<file path="src/mrw_ctrl_pkg.sv">
package mrw_ctrl_pkg;

  // Command/address bus
  localparam int CA_W   = 10;
  localparam int MA_W   = 8;
  localparam int OP_W   = 8;

  // Calibration and reset register addresses, calibration command codes
  localparam logic [7:0] MA_ZQ_CAL   = 8'h0a;
  localparam logic [7:0] MA_RESET    = 8'h3f;
  localparam logic [7:0] ZQ_OP_INIT  = 8'hff;
  localparam logic [7:0] ZQ_OP_LONG  = 8'hab;
  localparam logic [7:0] ZQ_OP_SHORT = 8'h56;
  localparam logic [7:0] ZQ_OP_RESET = 8'hc3;

  // Programmable cycle counters are this wide
  localparam int CNT_W = 20;

  // Default timing counts, in controller clock cycles at 250 MHz; DEF_CLKPRE counts link clock rises
  localparam logic [CNT_W-1:0] DEF_MRW     = 20'h00005;
  localparam logic [CNT_W-1:0] DEF_ZQINIT  = 20'h3d090;
  localparam logic [CNT_W-1:0] DEF_ZQCL    = 20'h00168;
  localparam logic [CNT_W-1:0] DEF_ZQCS    = 20'h0005a;
  localparam logic [CNT_W-1:0] DEF_ZQRESET = 20'h00032;
  localparam logic [CNT_W-1:0] DEF_INIT4   = 20'h00000;
  localparam logic [CNT_W-1:0] DEF_CKE     = 20'h00003;
  localparam logic [CNT_W-1:0] DEF_XP      = 20'h00003;
  localparam logic [CNT_W-1:0] DEF_CLKPRE  = 20'h00002;

  // Link clock divider: half period in controller cycles
  localparam logic [3:0] CK_HALF = 4'h4;

  // Request kinds from the user side
  typedef enum logic [2:0] {
    REQ_MRW,
    REQ_MRW_RESET,
    REQ_ZQ_INIT,
    REQ_ZQ_LONG,
    REQ_ZQ_SHORT,
    REQ_ZQ_RESET,
    REQ_PD_ENTER,
    REQ_PD_EXIT
  } req_kind_e;

endpackage

</file>
<file path="src/ck_if.sv">
`timescale 1ns/1ps
`default_nettype none
// Link clock edge strobes between the divider and the sequencer
interface ck_if;
  logic rise;
  logic fall;
  logic run;
  modport gen (input run, output rise, output fall);
  modport use_ck (output run, input rise, input fall);
endinterface
`default_nettype wire

</file>
<file path="src/ck_gen.sv">
`timescale 1ns/1ps
`default_nettype none
// Divides the controller clock into the link clock
module ck_gen
  import mrw_ctrl_pkg::*;
(
  input  wire logic clock_in,
  input  wire logic rst_in,
  ck_if.gen         ck,
  output logic      ck_out
);
  typedef struct packed {
    logic [3:0] cnt;
    logic       lvl;
  } st_s;

  st_s st_q;
  st_s st_d;

  // Clock stops low while run is low
  always_comb begin
    st_d = st_q;
    if (!ck.run) begin
      st_d.cnt = '0;
      st_d.lvl = 1'b0;
    end else if (st_q.cnt == CK_HALF - 4'h1) begin
      st_d.cnt = '0;
      st_d.lvl = ~st_q.lvl;
    end else begin
      st_d.cnt = st_q.cnt + 4'h1;
    end
  end

  always_ff @(posedge clock_in or posedge rst_in) begin
    if (rst_in) begin
      st_q <= '0;
    end else begin
      st_q <= st_d;
    end
  end

  // Launch strobes sit mid-phase, half a phase ahead of each link edge,
  // so the command lines settle well before the device samples them
  localparam logic [3:0] LAUNCH_AT = (CK_HALF >> 1) - 4'h1;
  assign ck.rise = ck.run && st_q.cnt == LAUNCH_AT && !st_q.lvl;
  assign ck.fall = ck.run && st_q.cnt == LAUNCH_AT && st_q.lvl;
  assign ck_out  = st_q.lvl;
endmodule
`default_nettype wire

</file>
<file path="src/mrw_ctrl.sv">
`timescale 1ns/1ps
`default_nettype none
// Rules kept by this block or the device model, unless noted
// (RL1) Mode write: chip select, CA3..CA0 low
// (RL2) Address and data split over both edges
// (RL3) Device ignores writes to read-only registers
// (RL4) Mode writes only with all banks idle
// (RL5) Only no-operations during mode write period
// (RL6) Device accepts mode reads idle or active; the device model decodes mode writes only
// (RL7) Reset write: no-operations, then boot timings
// (RL8) Four calibration commands to register 0Ah
// (RL9) Calibrate only when idle and precharged
// (RL10) Data bus quiet during long calibrations
// (RL11) CKE high, no-operations through calibration
// (RL12) Shared resistor: calibrations never overlap
// (RL13) Device ignores calibration when pin strapped
// (RL14) Device disables calibration pin afterwards
// (RL15) Power-down entry, then one no-operation
// (RL16) CKE stays high during writes and bursts
// (RL17) Device keeps rows in active power-down
// (RL18) CKE held low at least minimum time
// (RL19) Power-down time limited by refresh needs; not enforced here, refresh timing is left to the user
// (RL20) Exit with chip select high, CKE held
// (RL21) Wait exit latency before next command
// (RL22) Two stable clocks before leaving power-down
// (RL23) Programmable counters block new commands
module mrw_ctrl
  import mrw_ctrl_pkg::*;
(
  input  wire logic                                clock_in,
  input  wire logic                                rst_in,
  // User request port
  input  wire logic                                req_valid_in,
  input  wire mrw_ctrl_pkg::req_kind_e             req_kind_in,
  input  wire logic [mrw_ctrl_pkg::MA_W-1:0]       req_addr_in,
  input  wire logic [mrw_ctrl_pkg::OP_W-1:0]       req_data_in,
  input  wire logic                                banks_idle_in,
  input  wire logic                                burst_busy_in,
  output logic                                     req_ready_out,
  output logic                                     req_refused_out,
  output logic                                     done_out,
  output logic                                     powered_down_out,
  // Shared calibration resistor arbitration
  output logic                                     zq_claim_out,
  input  wire logic                                zq_grant_in,
  // Timing counts
  input  wire logic [mrw_ctrl_pkg::CNT_W-1:0]      t_mrw_in,
  input  wire logic [mrw_ctrl_pkg::CNT_W-1:0]      t_zqinit_in,
  input  wire logic [mrw_ctrl_pkg::CNT_W-1:0]      t_zqcl_in,
  input  wire logic [mrw_ctrl_pkg::CNT_W-1:0]      t_zqcs_in,
  input  wire logic [mrw_ctrl_pkg::CNT_W-1:0]      t_zqreset_in,
  input  wire logic [mrw_ctrl_pkg::CNT_W-1:0]      t_init4_in,
  input  wire logic [mrw_ctrl_pkg::CNT_W-1:0]      t_cke_in,
  input  wire logic [mrw_ctrl_pkg::CNT_W-1:0]      t_xp_in,
  // Memory pins
  output logic                                     ck_out,
  output logic                                     cke_out,
  output logic                                     cs_n_out,
  output logic [mrw_ctrl_pkg::CA_W-1:0]            ca_out,
  output logic                                     dq_quiet_out
);
  import mrw_ctrl_pkg::*;

  typedef enum logic [3:0] {
    S_IDLE,
    S_CMD_R,
    S_CMD_F,
    S_WAIT,
    S_PD_ENTER,
    S_PD_NOP,
    S_PD_HOLD,
    S_PD,
    S_PD_PRECLK,
    S_PD_EXIT
  } state_e;

  typedef struct packed {
    state_e           state;
    logic [CNT_W-1:0] cnt;
    logic [CNT_W-1:0] wait_len;
    logic [MA_W-1:0]  addr;
    logic [OP_W-1:0]  data;
    logic             zq_long;
    logic             cke;
    logic             cs_n;
    logic [CA_W-1:0]  ca;
    logic             quiet;
    logic             claim;
    logic             done;
    logic             refused;
  } st_s;

  // Registered state and its next value
  st_s st_q;
  st_s st_d;

  ck_if ck ();

  // Stop the link clock only while it is low, so no clipped high phase reaches the device
  assign ck.run = (st_q.state != S_PD) || ck_out; // see (RL19) see (RL22)

  // Rising edge pattern: CS low, CA3..CA0 low, MA5..MA0 on CA9..CA4
  function automatic logic [CA_W-1:0] ca_rise(input logic [MA_W-1:0] ma);
    ca_rise = {ma[5:0], 4'h0}; // see (RL1) see (RL2)
  endfunction

  // Falling edge pattern: OP7..OP0 on CA9..CA2, MA7..MA6 on CA1..CA0
  function automatic logic [CA_W-1:0] ca_fall(input logic [MA_W-1:0] ma, input logic [OP_W-1:0] op);
    ca_fall = {op, ma[7:6]}; // see (RL2)
  endfunction

  // Counter lengths per request kind
  function automatic logic [CNT_W-1:0] len_of(input req_kind_e k);
    case (k)
      REQ_MRW:       len_of = t_mrw_in;
      REQ_MRW_RESET: len_of = t_init4_in;
      REQ_ZQ_INIT:   len_of = t_zqinit_in;
      REQ_ZQ_LONG:   len_of = t_zqcl_in;
      REQ_ZQ_SHORT:  len_of = t_zqcs_in;
      REQ_ZQ_RESET:  len_of = t_zqreset_in;
      default:       len_of = t_mrw_in;
    endcase
  endfunction

  // Calibration codes that need the shared resistor and a quiet bus
  function automatic logic zq_needs_quiet(input req_kind_e k);
    zq_needs_quiet = (k == REQ_ZQ_INIT) || (k == REQ_ZQ_LONG) || (k == REQ_ZQ_SHORT);
  endfunction

  // Operand code for each calibration kind
  function automatic logic [OP_W-1:0] zq_code(input req_kind_e k);
    case (k)
      REQ_ZQ_INIT:  zq_code = ZQ_OP_INIT;
      REQ_ZQ_LONG:  zq_code = ZQ_OP_LONG;
      REQ_ZQ_SHORT: zq_code = ZQ_OP_SHORT;
      default:      zq_code = ZQ_OP_RESET;
    endcase
  endfunction

  // Down-counter helpers shared by every timed wait
  function automatic logic cnt_left(input logic [CNT_W-1:0] c);
    cnt_left = c != '0;
  endfunction

  function automatic logic [CNT_W-1:0] count_down(input logic [CNT_W-1:0] c);
    count_down = c - {{(CNT_W-1){1'b0}}, 1'b1};
  endfunction

  // Two flip-flops on the shared resistor grant, it comes from another block
  logic grant_s1_q;
  logic grant_s2_q;

  always_ff @(posedge clock_in or posedge rst_in) begin
    if (rst_in) begin
      grant_s1_q <= 1'b0;
      grant_s2_q <= 1'b0;
    end else begin
      grant_s1_q <= zq_grant_in;
      grant_s2_q <= grant_s1_q;
    end
  end

  // Request decode
  logic      is_cmd;
  logic      ok_idle;
  req_kind_e kind;

  assign kind    = req_kind_in;
  assign is_cmd  = kind != REQ_PD_ENTER && kind != REQ_PD_EXIT;
  assign ok_idle = banks_idle_in && !burst_busy_in;

  // Request acceptance, only in a state that takes one
  always_comb begin
    req_ready_out = 1'b0;
    case (st_q.state)
      S_IDLE: begin
        if (is_cmd) begin
          req_ready_out = ok_idle && (!zq_needs_quiet(kind) || grant_s2_q); // see (RL4) see (RL9) see (RL12)
        end else if (kind == REQ_PD_ENTER) begin
          req_ready_out = !burst_busy_in; // see (RL16)
        end
      end
      S_PD: req_ready_out = kind == REQ_PD_EXIT;
      default: req_ready_out = 1'b0; // see (RL23)
    endcase
  end

  // Main sequencer
  always_comb begin
    st_d         = st_q;
    st_d.done    = 1'b0;
    st_d.refused = 1'b0;
    case (st_q.state)
      // Idle: chip select high, take the next request
      S_IDLE: begin
        st_d.cs_n = 1'b1;
        st_d.claim = 1'b0;
        if (req_valid_in && !req_ready_out) begin
          st_d.refused = 1'b1;
        end
        if (req_valid_in && req_ready_out) begin
          if (kind == REQ_PD_ENTER) begin
            st_d.state = S_PD_ENTER;
          end else begin
            st_d.state    = S_CMD_R;
            st_d.wait_len = len_of(kind);
            st_d.zq_long  = zq_needs_quiet(kind);
            st_d.claim    = zq_needs_quiet(kind);
            st_d.quiet    = zq_needs_quiet(kind); // see (RL10)
            case (kind)
              REQ_MRW: begin
                st_d.addr = req_addr_in;
                st_d.data = req_data_in;
              end
              REQ_MRW_RESET: begin
                st_d.addr = MA_RESET; // see (RL7)
                st_d.data = '0;
              end
              default: begin
                st_d.addr = MA_ZQ_CAL; // see (RL8)
                st_d.data = zq_code(kind);
              end
            endcase
          end
        end
      end
      // Drive on the rising link edge
      S_CMD_R: begin
        if (ck.rise) begin
          st_d.cs_n  = 1'b0;
          st_d.ca    = ca_rise(st_q.addr); // see (RL1)
          st_d.state = S_CMD_F;
        end
      end
      // Drive on the falling link edge
      S_CMD_F: begin
        if (ck.fall) begin
          st_d.ca    = ca_fall(st_q.addr, st_q.data); // see (RL2)
          st_d.quiet = st_q.zq_long; // see (RL10)
          st_d.state = S_WAIT;
          st_d.cnt   = st_q.wait_len;
        end
      end
      // No-operation with CS high while the period counts down
      S_WAIT: begin
        if (ck.rise) begin
          st_d.cs_n = 1'b1; // see (RL5) see (RL11)
        end
        if (cnt_left(st_q.cnt)) begin
          st_d.cnt = count_down(st_q.cnt); // see (RL23)
        end else if (st_q.cs_n) begin
          st_d.quiet = 1'b0;
          st_d.claim = 1'b0; // see (RL12)
          st_d.done  = 1'b1;
          st_d.state = S_IDLE;
        end
      end
      // CKE low with CS high on a rising edge
      // Held off while a burst runs, should one start after acceptance
      S_PD_ENTER: begin
        if (ck.rise && !burst_busy_in) begin // see (RL16)
          st_d.cke   = 1'b0; // see (RL15)
          st_d.cs_n  = 1'b1;
          st_d.state = S_PD_NOP;
        end
      end
      // One full link cycle of no-operation after entry
      S_PD_NOP: begin
        if (ck.rise) begin
          st_d.state = S_PD_HOLD;
          st_d.cnt   = t_cke_in;
        end
      end
      // CKE low held for its minimum before reporting entry
      S_PD_HOLD: begin
        if (cnt_left(st_q.cnt)) begin
          st_d.cnt = count_down(st_q.cnt); // see (RL18)
        end else begin
          st_d.done  = 1'b1;
          st_d.state = S_PD;
        end
      end
      // Clock stopped to save power; refresh timing is the user's job
      S_PD: begin
        if (req_valid_in && req_ready_out) begin
          st_d.state = S_PD_PRECLK;
          st_d.cnt   = DEF_CLKPRE;
        end
      end
      // Stable clocks before CKE rises
      S_PD_PRECLK: begin
        if (ck.rise) begin
          if (cnt_left(st_q.cnt)) begin
            st_d.cnt = count_down(st_q.cnt); // see (RL22)
          end else begin
            st_d.cke   = 1'b1; // see (RL20)
            st_d.cs_n  = 1'b1;
            st_d.state = S_PD_EXIT;
            st_d.cnt   = (t_xp_in > t_cke_in) ? t_xp_in : t_cke_in;
          end
        end
      end
      // Exit latency or CKE minimum, whichever is longer
      S_PD_EXIT: begin
        if (cnt_left(st_q.cnt)) begin
          st_d.cnt = count_down(st_q.cnt); // see (RL21)
        end else begin
          st_d.done  = 1'b1;
          st_d.state = S_IDLE;
        end
      end
      default: st_d.state = S_IDLE;
    endcase
  end

  // State register; pins come up with CKE high and chip select idle
  always_ff @(posedge clock_in or posedge rst_in) begin
    if (rst_in) begin
      st_q       <= '0;
      st_q.state <= S_IDLE;
      st_q.cke   <= 1'b1;
      st_q.cs_n  <= 1'b1;
    end else begin
      st_q <= st_d;
    end
  end

  ck_gen u_ck_gen (
    .clock_in (clock_in),
    .rst_in   (rst_in),
    .ck       (ck.gen),
    .ck_out   (ck_out)
  );

  // Pins and status straight from flip-flops
  assign cke_out          = st_q.cke;
  assign cs_n_out         = st_q.cs_n;
  assign ca_out           = st_q.ca;
  assign dq_quiet_out     = st_q.quiet;
  assign zq_claim_out     = st_q.claim;
  assign done_out         = st_q.done;
  assign req_refused_out  = st_q.refused;
  assign powered_down_out = !st_q.cke;
endmodule
`default_nettype wire

</file>
<file path="config.mk">
export PLATFORM = sky130hd
export DESIGN_NAME = mrw_ctrl
export DESIGN_NICKNAME = d
export VERILOG_FILES = /design/src/mrw_ctrl_pkg.sv /design/src/ck_if.sv /design/src/ck_gen.sv /design/src/mrw_ctrl.sv
export SDC_FILE = /design/constraint.sdc
export NUM_CORES = 1
export LEC_CHECK = 0
export BUFFER_PORTS_ARGS = -buffer_cell sky130_fd_sc_hd__buf_4
export CAP_MARGIN = 20
export CORE_MARGIN = 4
export CORE_UTILIZATION = 52
export CTS_CLUSTER_SIZE = 16
export DETAILED_ROUTE_END_ITERATION = 7
export PLACE_DENSITY = 0.89
export SYNTH_ARGS = -nofsm -noshare
export SYNTH_HDL_FRONTEND = slang
export SYNTH_SLANG_ARGS = --single-unit
</file>
<file path="constraint.sdc">
create_clock -name clock_in -period 3.4 [get_ports clock_in]
set_input_delay 0.34 -clock clock_in [delete_from_list [all_inputs] [get_ports clock_in]]
set_output_delay 0.34 -clock clock_in [all_outputs]
set_load 0.03 [all_outputs]
</file>
==> flow_summary.ini, run 1 <==
[outcome]
status = completed

[run]
drv_cap = 0

[power_and_ir_drop]
pwr_density_cell_nw_per_um2 = 640.9
p_leak_uw = 0.003948
vdd_drop_max_mv = 0.2897

[global_routing]
antenna_found_initial = 0
grt_max_degree = 63
grt_pass1_wl_um = 35950
grt_pass1_vias = 7207
overflow = 0
grt_util_all_layers = 0.3080

[sta]
fin_setup_tns_ns = 0
finalHoldViolations = 0
whs_ns = 0.09705
final_max_slew_viol_count = 0
fmax_ghz = 0.3364
worstMarginPinSlew_ns = 1.053
clock-skew-final_ns = 0.009243
relSlewSlack = 0.2978
fin_ws_ns = 0.4274
finalSetupViolations = 0
rsz0062_at_grt = no
period_minus_slack_ns = 2.973
finalCritPeriodShare = 0.8743

[worst_setup_path]
path_max_fanout = 62
r2r-start = st_q[76]
regToRegEndpoint = st_q[45]
cp_slowest_cell = or3_2
critPathCaptureType = flip-flop
cpPeakStageDelay_ns = 0.56
crit_path_frequent_cell = nand2_1
reg2regPathDepth = 9
r2r_slack_ns = 0.43
start_kind = flip-flop
worstPathCellList = nor2_1 -> nand2_1 -> nor4_1 -> o21ai_1 -> buf_4 -> or3_2 -> buf_12 -> nand2_1 -> o21ai_0
critPathRequiredTime_ns = 3.61
crit_arrival_ns = 3.19
criticalPathCategory = flip-flop to flip-flop

[cts]
clk_root_buffer_cell = clkbuf_16
clkLatencyLatePin_ns = 0.35
clk_pin_slew_worst_paths_ns = 0.07
cts.sinks = 84
clock_path_buffers = 2
ctsResizeCount = 0
htreeDepth = 3
cts_setup_buffers = 0
ctsHoldBuffers = 0
numCtsBuffers = 9
cts_tree = built

[floorplan]
io_pins = 204
die_h_um = 120.5
fp.coreArea_um2 = 12210
start_util = 0.5393
die_x_um = 120.5
die_area_um2 = 14530
row_count = 40

[final_layout]
final_common_cell = buf_4
top_register = st_q
area_growth_pct = 29.83
final_util = 0.7002
final_cell_mix = buf_4 (232), nand2_1 (99), o21ai_0 (84), dfrtp_1 (82), nor2_1 (73)
fillers = 1037
drive_gt1_frac = 0.2958
largest_reg_flops = 61
num_antenna_cells = 0
stdcell_count = 1162
nNetsFinal = 1198

[placed_design]
gp_congestion = 0.9909
dp.cells = 1146
portBuffers = 203
detailedPlace.worstSlack_ns = 0.5701
place.detailed.hpwl_um = 17310

[route]
firstDrtPassIters = 6
totalWireLength_um = 22550
drc = 0
drt-initial-drc-count = 642
via_count = 7176
wl_per_cell_um = 19.41
antenna_left = 0
vias_per_cell = 6.176

[logic_synthesis]
synth-main-ff-cell = dfrtp_1
yosysWarningCount = 0
synth.avg_cell_area_um2 = 8.111
synth_cell_types = 68
synth_edf_count = 0
syn-num-nets = 1021
syn-cell-area_um2 = 6586
ys_seq_area_frac = 0.3195
synth_cells = 812
ys_seq_elements = 84
async_reset_ff_frac = 1.000

[worst_hold_path]
min_path_type = input port to asynchronous set/reset pin
## layout make-up
type / instances / area, µm² / area share
Multi-Input combinational cell: 630 / 4055 / 0.4742
Clock inverter: 7 / 76.32 / 0.008926
Clock buffer: 9 / 225.2 / 0.02634
Sequential cell: 84 / 2105 / 0.2461
Tap cell: 168 / 210.2 / 0.02458
Inverter: 31 / 117.6 / 0.01375
Timing Repair Buffer: 233 / 1762 / 0.2060
## worst max-delay path, delay by kind of cell (launching register included)
family	cells	cell delay [ns]
AND/OR/NAND/NOR	5	1.69
AO/OA/AOI/OAI	2	0.21
flip-flops	1	0.51
buffers and inverters	2	0.40
## where the power goes
group / switching [µW] / leakage [µW] / internal (µW)
logic: 1540 / 0.00271 / 1160
registers: 386 / 0.00109 / 1390
clock network: 476 / 0.000149 / 523
total: 2400 / 0.00395 / 3080
## per-stage QoR
| step | cell area [µm²] | total power, µW |
|---|---|---|
| final | 8551 | 5481 |
| after global routing | 8551 | 5843 |
| after CTS | 8551 | 5412 |
| after detailed placement | 8249 | 4403 |
| after global placement | 8249 | 4294 |
| after floorplan | 6586 | 3595 |
## cells by family after synthesis
logic type | Yosys count | synth area share
buf+inv | 98 | 0.06725
simple gates | 276 | 0.1989
xor+xnor | 16 | 0.02128
compound gates | 262 | 0.2622
fa+ha+maj | 24 | 0.04559
mux | 52 | 0.08530
flops | 84 | 0.3195
## how the worst max path moves through the flow
| stage | end | startpoint | depth (start not counted) |
|---|---|---|---|
| 4_1_cts | st_q[46] | st_q[76] | 9 |
| 2_1_floorplan | ca_out[0] | rst_in | 1 |
| 6_report | st_q[45] | st_q[76] | 9 |
| 3_5_place_dp | st_q[60] | t_cke_in[19] | 11 |
| 5_1_grt | st_q[29] | st_q[76] | 9 |
| 3_3_place_gp | st_q[68] | t_cke_in[19] | 11 |
## routing by layer
layer  GRT usage  up-vias  routed length [µm]
li1            -     3348                   -
met1      0.4014     3298                8774
met2      0.5093      458               10840
met3     0.06595       72                2324
met4      0.1041        0                 612
met5           0        -                   0
## synthesized netlist by cell type, drive strengths merged (6+ instances only)
library cell	instances	area, µm²
nand2	99	371.6
o21ai	91	466.7
dfrtp	82	2052
nor2	73	274.0
clkbuf	41	153.9
a21oi	39	195.2
inv	29	108.9
mux2i	28	280.3
buf	26	172.7
ha	24	300.3
mux2	23	259.0
a22oi	21	157.7
nor3	21	127.6
o221ai	18	157.7
nand3	16	80.08
a31oi	15	93.84
a221oi	13	113.9
nor2b	12	75.07
a221o	10	100.1
o31ai	10	75.07
xor2	10	87.58
nand4	8	50.05
nor4	8	50.05
nand2b	7	43.79
o211ai	7	52.55
o22ai	7	43.79
or4	6	48.80
xnor2	6	52.55
Note: power is estimated with default switching activity, not from simulation.
==> inputs of run 2 (changes only) <==
--- a/config.mk
+++ b/config.mk
@@ -7,6 +7,7 @@
 export LEC_CHECK = 0
 export BUFFER_PORTS_ARGS = -buffer_cell sky130_fd_sc_hd__buf_4
 export CAP_MARGIN = 20
+export CORE_ASPECT_RATIO = 1.4
 export CORE_MARGIN = 4
 export CORE_UTILIZATION = 52
 export CTS_CLUSTER_SIZE = 16
==> flow_summary.ini, run 2 (same netlist as run 1, synthesis figures left out) <==
[sta]
clock-skew-final_ns = 0.009431
worstMarginPinSlew_ns = 1.146
rsz0062_at_grt = no
fmax_ghz = 0.3120
final_max_slew_viol_count = 0
whs_ns = 0.1083
finalHoldViolations = 0
period_minus_slack_ns = 3.205
finalCritPeriodShare = 0.9426
relSlewSlack = 0.2341
finalSetupViolations = 0
fin_setup_tns_ns = 0

[placed_design]
place.detailed.hpwl_um = 16210
portBuffers = 203
gp_congestion = 0.9533

[worst_setup_path]
criticalPathCategory = flip-flop to flip-flop
cpPeakStageDelay_ns = 0.61
path_max_fanout = 18
worstPathCellList = inv_1 -> ha_1 -> or4b_1 -> o21ai_0 -> o41ai_1 -> a211oi_2 -> and2_1 -> buf_4 -> o2111ai_1 -> o211ai_1
critPathRequiredTime_ns = 3.64
crit_arrival_ns = 3.45
crit_buf_inv = 2
cp_slowest_cell = or4b_1
cp_top_family = compound AO/OA/AOI/OAI gates
start_kind = flip-flop
critPathCaptureType = flip-flop

[global_routing]
antenna_found_initial = 0
grt_pass1_wl_um = 34010
grt_pass1_vias = 7087
grt_max_degree = 75
grt_util_all_layers = 0.2946
overflow = 0

[final_layout]
num_antenna_cells = 0
nNetsFinal = 1189
final_common_cell = buf_4
area_growth_pct = 28.53
drive_gt1_frac = 0.2883
top_register = st_q
largest_reg_flops = 61
final_cell_mix = buf_4 (222), nand2_1 (99), o21ai_0 (84), dfrtp_1 (82), nor2_1 (73)

[floorplan]
io_pins = 204
fp.coreArea_um2 = 12370
die_h_um = 141.2
row_count = 48
die_area_um2 = 14560
die_x_um = 103.1
start_util = 0.5324

[cts]
clk_pin_slew_worst_paths_ns = 0.07
cts_tree = built
ctsResizeCount = 0
cts.sinks = 84
clock_path_buffers = 2
clkLatencyLatePin_ns = 0.34
numCtsBuffers = 9
clk_root_buffer_cell = clkbuf_16
cts_setup_buffers = 0
htreeDepth = 3

[power_and_ir_drop]
p_int_uw = 3031
p_leak_uw = 0.003904
clockPowerShare = 0.185
vdd_drop_max_mv = 0.3098
pwr_density_cell_nw_per_um2 = 634.4
switching_share = 0.4357
power_frac_seq = 0.340
switchingPower_uw = 2340
p_comb_frac = 0.475

[outcome]
status = completed

[route]
totalWireLength_um = 21360
firstDrtPassIters = 7
drc = 0
wl_per_cell_um = 18.82
via_count = 7053
vias_per_cell = 6.214
drt-initial-drc-count = 402
antenna_left = 0

[worst_hold_path]
min_path_type = input port to flip-flop

[run]
drv_cap = 0
run 2: layout make-up:
class / count / area, µm²
multi-input combinational: 630 / 4055
clock inverter: 7 / 78.83
clock buffer: 9 / 225.2
timing repair buffer: 224 / 1697
tap: 150 / 187.7
sequential: 84 / 2105
fill: 1018 / 3906
inverter: 31 / 117.6
run 2: worst paths after layout:
path / from / end / slack, ns / depth (start not counted)
max reg2reg: u_ck_gen.st_q[2] / st_q[61] / 0.20 / 10
max in group asynchronous: rst_in / st_q[40] / 2.06 / 4
min reg2reg: grant_s1_q / grant_s2_q / 0.36 / 0
max: u_ck_gen.st_q[2] / st_q[61] / 0.20 / 10
min: zq_grant_in / grant_s1_q / 0.11 / 1
min in group asynchronous: rst_in / u_ck_gen.st_q[4] / 0.50 / 3
run 2: metal layers:
metal | wire, µm | share of wire | global-route usage
met5 | 0 | 0 | 0
met4 | 890 | 0.042 | 0.1398
met3 | 1775 | 0.083 | 0.04802
met2 | 10840 | 0.51 | 0.4927
met1 | 7857 | 0.37 | 0.3638
run 2: power groups by stage:
stage / logic [µW] / registers [µW] / clock network, µW
final: 2550 / 1830 / 993
after global routing: 2820 / 1870 / 1050
after CTS: 2520 / 1810 / 1000
after detailed placement: 2510 / 1820 / 0
after global placement: 2430 / 1810 / 0
after floorplan: 1920 / 1680 / 0
run 2: metrics by stage:
step | total power, µW | worst slack, ns | cell area (µm²) | util | std cells
final | 5371 | 0.1950 | 8466 | 0.6843 | 1135
after global routing | 5743 | 0.07636 | 8466 | 0.6843 | 1135
after CTS | 5336 | 0.2958 | 8466 | 0.6843 | 1135
after detailed placement | 4329 | 0.2444 | 8152 | 0.6589 | 1118
after global placement | 4240 | 0.3847 | 8152 | 0.6589 | 1118
after floorplan | 3595 | 0.8982 | 6586 | - | 812
run 2: what timing repair did:
item                       4_1_cts  5_1_grt
setup endpoints to repair        0        0
hold buffers                     1        0
hold endpoints to repair        16        0
==> inputs of run 3 (changes only) <==
--- a/config.mk
+++ b/config.mk
@@ -5,7 +5,7 @@
 export SDC_FILE = /design/constraint.sdc
 export NUM_CORES = 1
 export LEC_CHECK = 0
-export BUFFER_PORTS_ARGS = -buffer_cell sky130_fd_sc_hd__buf_4
+export BUFFER_PORTS_ARGS = -buffer_cell sky130_fd_sc_hd__buf_2
 export CAP_MARGIN = 20
 export CORE_ASPECT_RATIO = 1.4
 export CORE_MARGIN = 4
==> flow_summary.ini, run 3 (same netlist as run 1, synthesis figures left out) <==
[final_layout]
drive_gt1_frac = 0.2898
largest_reg_flops = 61
nNetsFinal = 1191
final_area_um2 = 7980
top_register = st_q
final_cell_mix = buf_2 (203), nand2_1 (99), o21ai_0 (84), dfrtp_1 (82), nor2_1 (73)
area_growth_pct = 21.16
final_common_cell = buf_2

[global_routing]
grt_util_all_layers = 0.2828
grt_pass1_wl_um = 32620
grt_max_degree = 75
antenna_found_initial = 2
grt_pass1_vias = 6840
overflow = 0

[placed_design]
detailedPlace.worstSlack_ns = 0.3743
place_area_um2 = 7659
portBuffers = 203
gp_congestion = 0.9645
place.detailed.hpwl_um = 15960

[power_and_ir_drop]
switchingPower_uw = 2341
p_comb_frac = 0.467
switching_share = 0.4433
pwr_density_cell_nw_per_um2 = 661.6
p_int_uw = 2939
power_frac_seq = 0.344
power.total_uw = 5280
vdd_drop_max_mv = 0.3025
clockPowerShare = 0.189
p_leak_uw = 0.003750

[sta]
clock-skew-final_ns = 0.01030
period_minus_slack_ns = 2.894
finalHoldViolations = 0
fmax_ghz = 0.3455
rsz0062_at_grt = no
finalSetupViolations = 0
relSlewSlack = 0.2340
fin_setup_tns_ns = 0
fin_ws_ns = 0.5057
worstMarginPinSlew_ns = 1.149
final_max_slew_viol_count = 0
finalCritPeriodShare = 0.8513

[floorplan]
die_area_um2 = 14560
start_util = 0.5324
io_pins = 204
row_count = 48
die_h_um = 141.2
die_x_um = 103.1
fp.coreArea_um2 = 12370

[cts]
numCtsBuffers = 9
clk_root_buffer_cell = clkbuf_16
cts_tree = built
htreeDepth = 3
clock_path_buffers = 2
ctsHoldBuffers = 1
clk_pin_slew_worst_paths_ns = 0.07
cts.sinks = 84
clkLatencyLatePin_ns = 0.35
cts_setup_buffers = 0
ctsResizeCount = 0

[worst_setup_path]
cpPeakStageDelay_ns = 0.59
crit_arrival_ns = 3.11
start_kind = flip-flop
critPathRequiredTime_ns = 3.62
critPathCaptureType = flip-flop
cp_slowest_cell = or4b_1
worstPathCellList = inv_1 -> ha_1 -> or4b_1 -> o21ai_0 -> o41ai_1 -> a211oi_2 -> buf_4 -> nand2_1 -> buf_4 -> o21ai_0 -> o211ai_1
criticalPathCategory = flip-flop to flip-flop
crit_buf_inv = 3
path_max_fanout = 12
cp_top_family = compound AO/OA/AOI/OAI gates

[route]
drc = 0
firstDrtPassIters = 5
drt-initial-drc-count = 459
via_count = 7071
vias_per_cell = 6.208
antenna_left = 0
wl_per_cell_um = 18.28
totalWireLength_um = 20820

[outcome]
status = completed

[worst_hold_path]
min_path_type = input port to flip-flop

[run]
drv_cap = 0
run 3: changes by cell type in the layout (fill, tap and decap cells not counted), sizes merged:
cell   previous run  this run
buf             223       225
diode             0         2
run 3: cell type report:
class | instances | area (µm²)
flip-flops and latches | 84 | 2105
diodes | 2 | 5.005
multi-input cells | 630 | 4055
clock inverters | 7 | 81.33
clock buffers | 9 | 225.2
repair buffers | 226 | 1204
inverters | 31 | 117.6
well taps | 150 | 187.7
fillers | 1054 | 4392
run 3: power groups by stage:
stage | Combinational (µW) | Sequential [µW] | Clock (µW)
finish | 2470 | 1810 | 999
detailed placement | 2420 | 1820 | 0
global route | 2730 | 1860 | 1060
CTS | 2440 | 1800 | 1000
floorplan | 1920 | 1680 | 0
global placement | 2350 | 1800 | 0
run 3: path summary, 6_finish.rpt:
check                                      start    endpoint  slack (ns)  depth (start not counted)
worst max-delay path            u_ck_gen.st_q[2]    st_q[61]        0.51                         11
worst min-delay path                 zq_grant_in  grant_s1_q         0.1                          1
worst max register to register  u_ck_gen.st_q[2]    st_q[61]        0.51                         11
worst min register to register        grant_s1_q  grant_s2_q        0.35                          0
max in group asynchronous                 rst_in    st_q[39]        2.09                          4
min in group asynchronous                 rst_in    st_q[31]        0.53                          3
run 3: metrics by stage:
step	std cells	hold WS, ns	util
floorplan	812	0.3312	-
global placement	1120	0.3315	0.6190
detailed placement	1120	0.3356	0.6190
CTS	1137	0.09529	0.6446
global route	1139	0.09639	0.6450
finish	1139	0.09575	0.6450
run 3: per-layer routing:
layer	global-route usage	wire (µm)	vias up
li1	-	-	3338
met1	0.3511	7830	3311
met2	0.4731	10480	370
met3	0.05099	1806	52
met4	0.1235	699	0
met5	0	0	-
run 3: worst register-to-register path: stages (launching register included):
cell      delay (ns)
dfrtp_1         0.40
inv_1           0.06
ha_1            0.17
or4b_1          0.59
o21ai_0         0.13
o41ai_1         0.11
a211oi_2        0.38
buf_4           0.27
nand2_1         0.08
buf_4           0.19
o21ai_0         0.24
o211ai_1        0.14
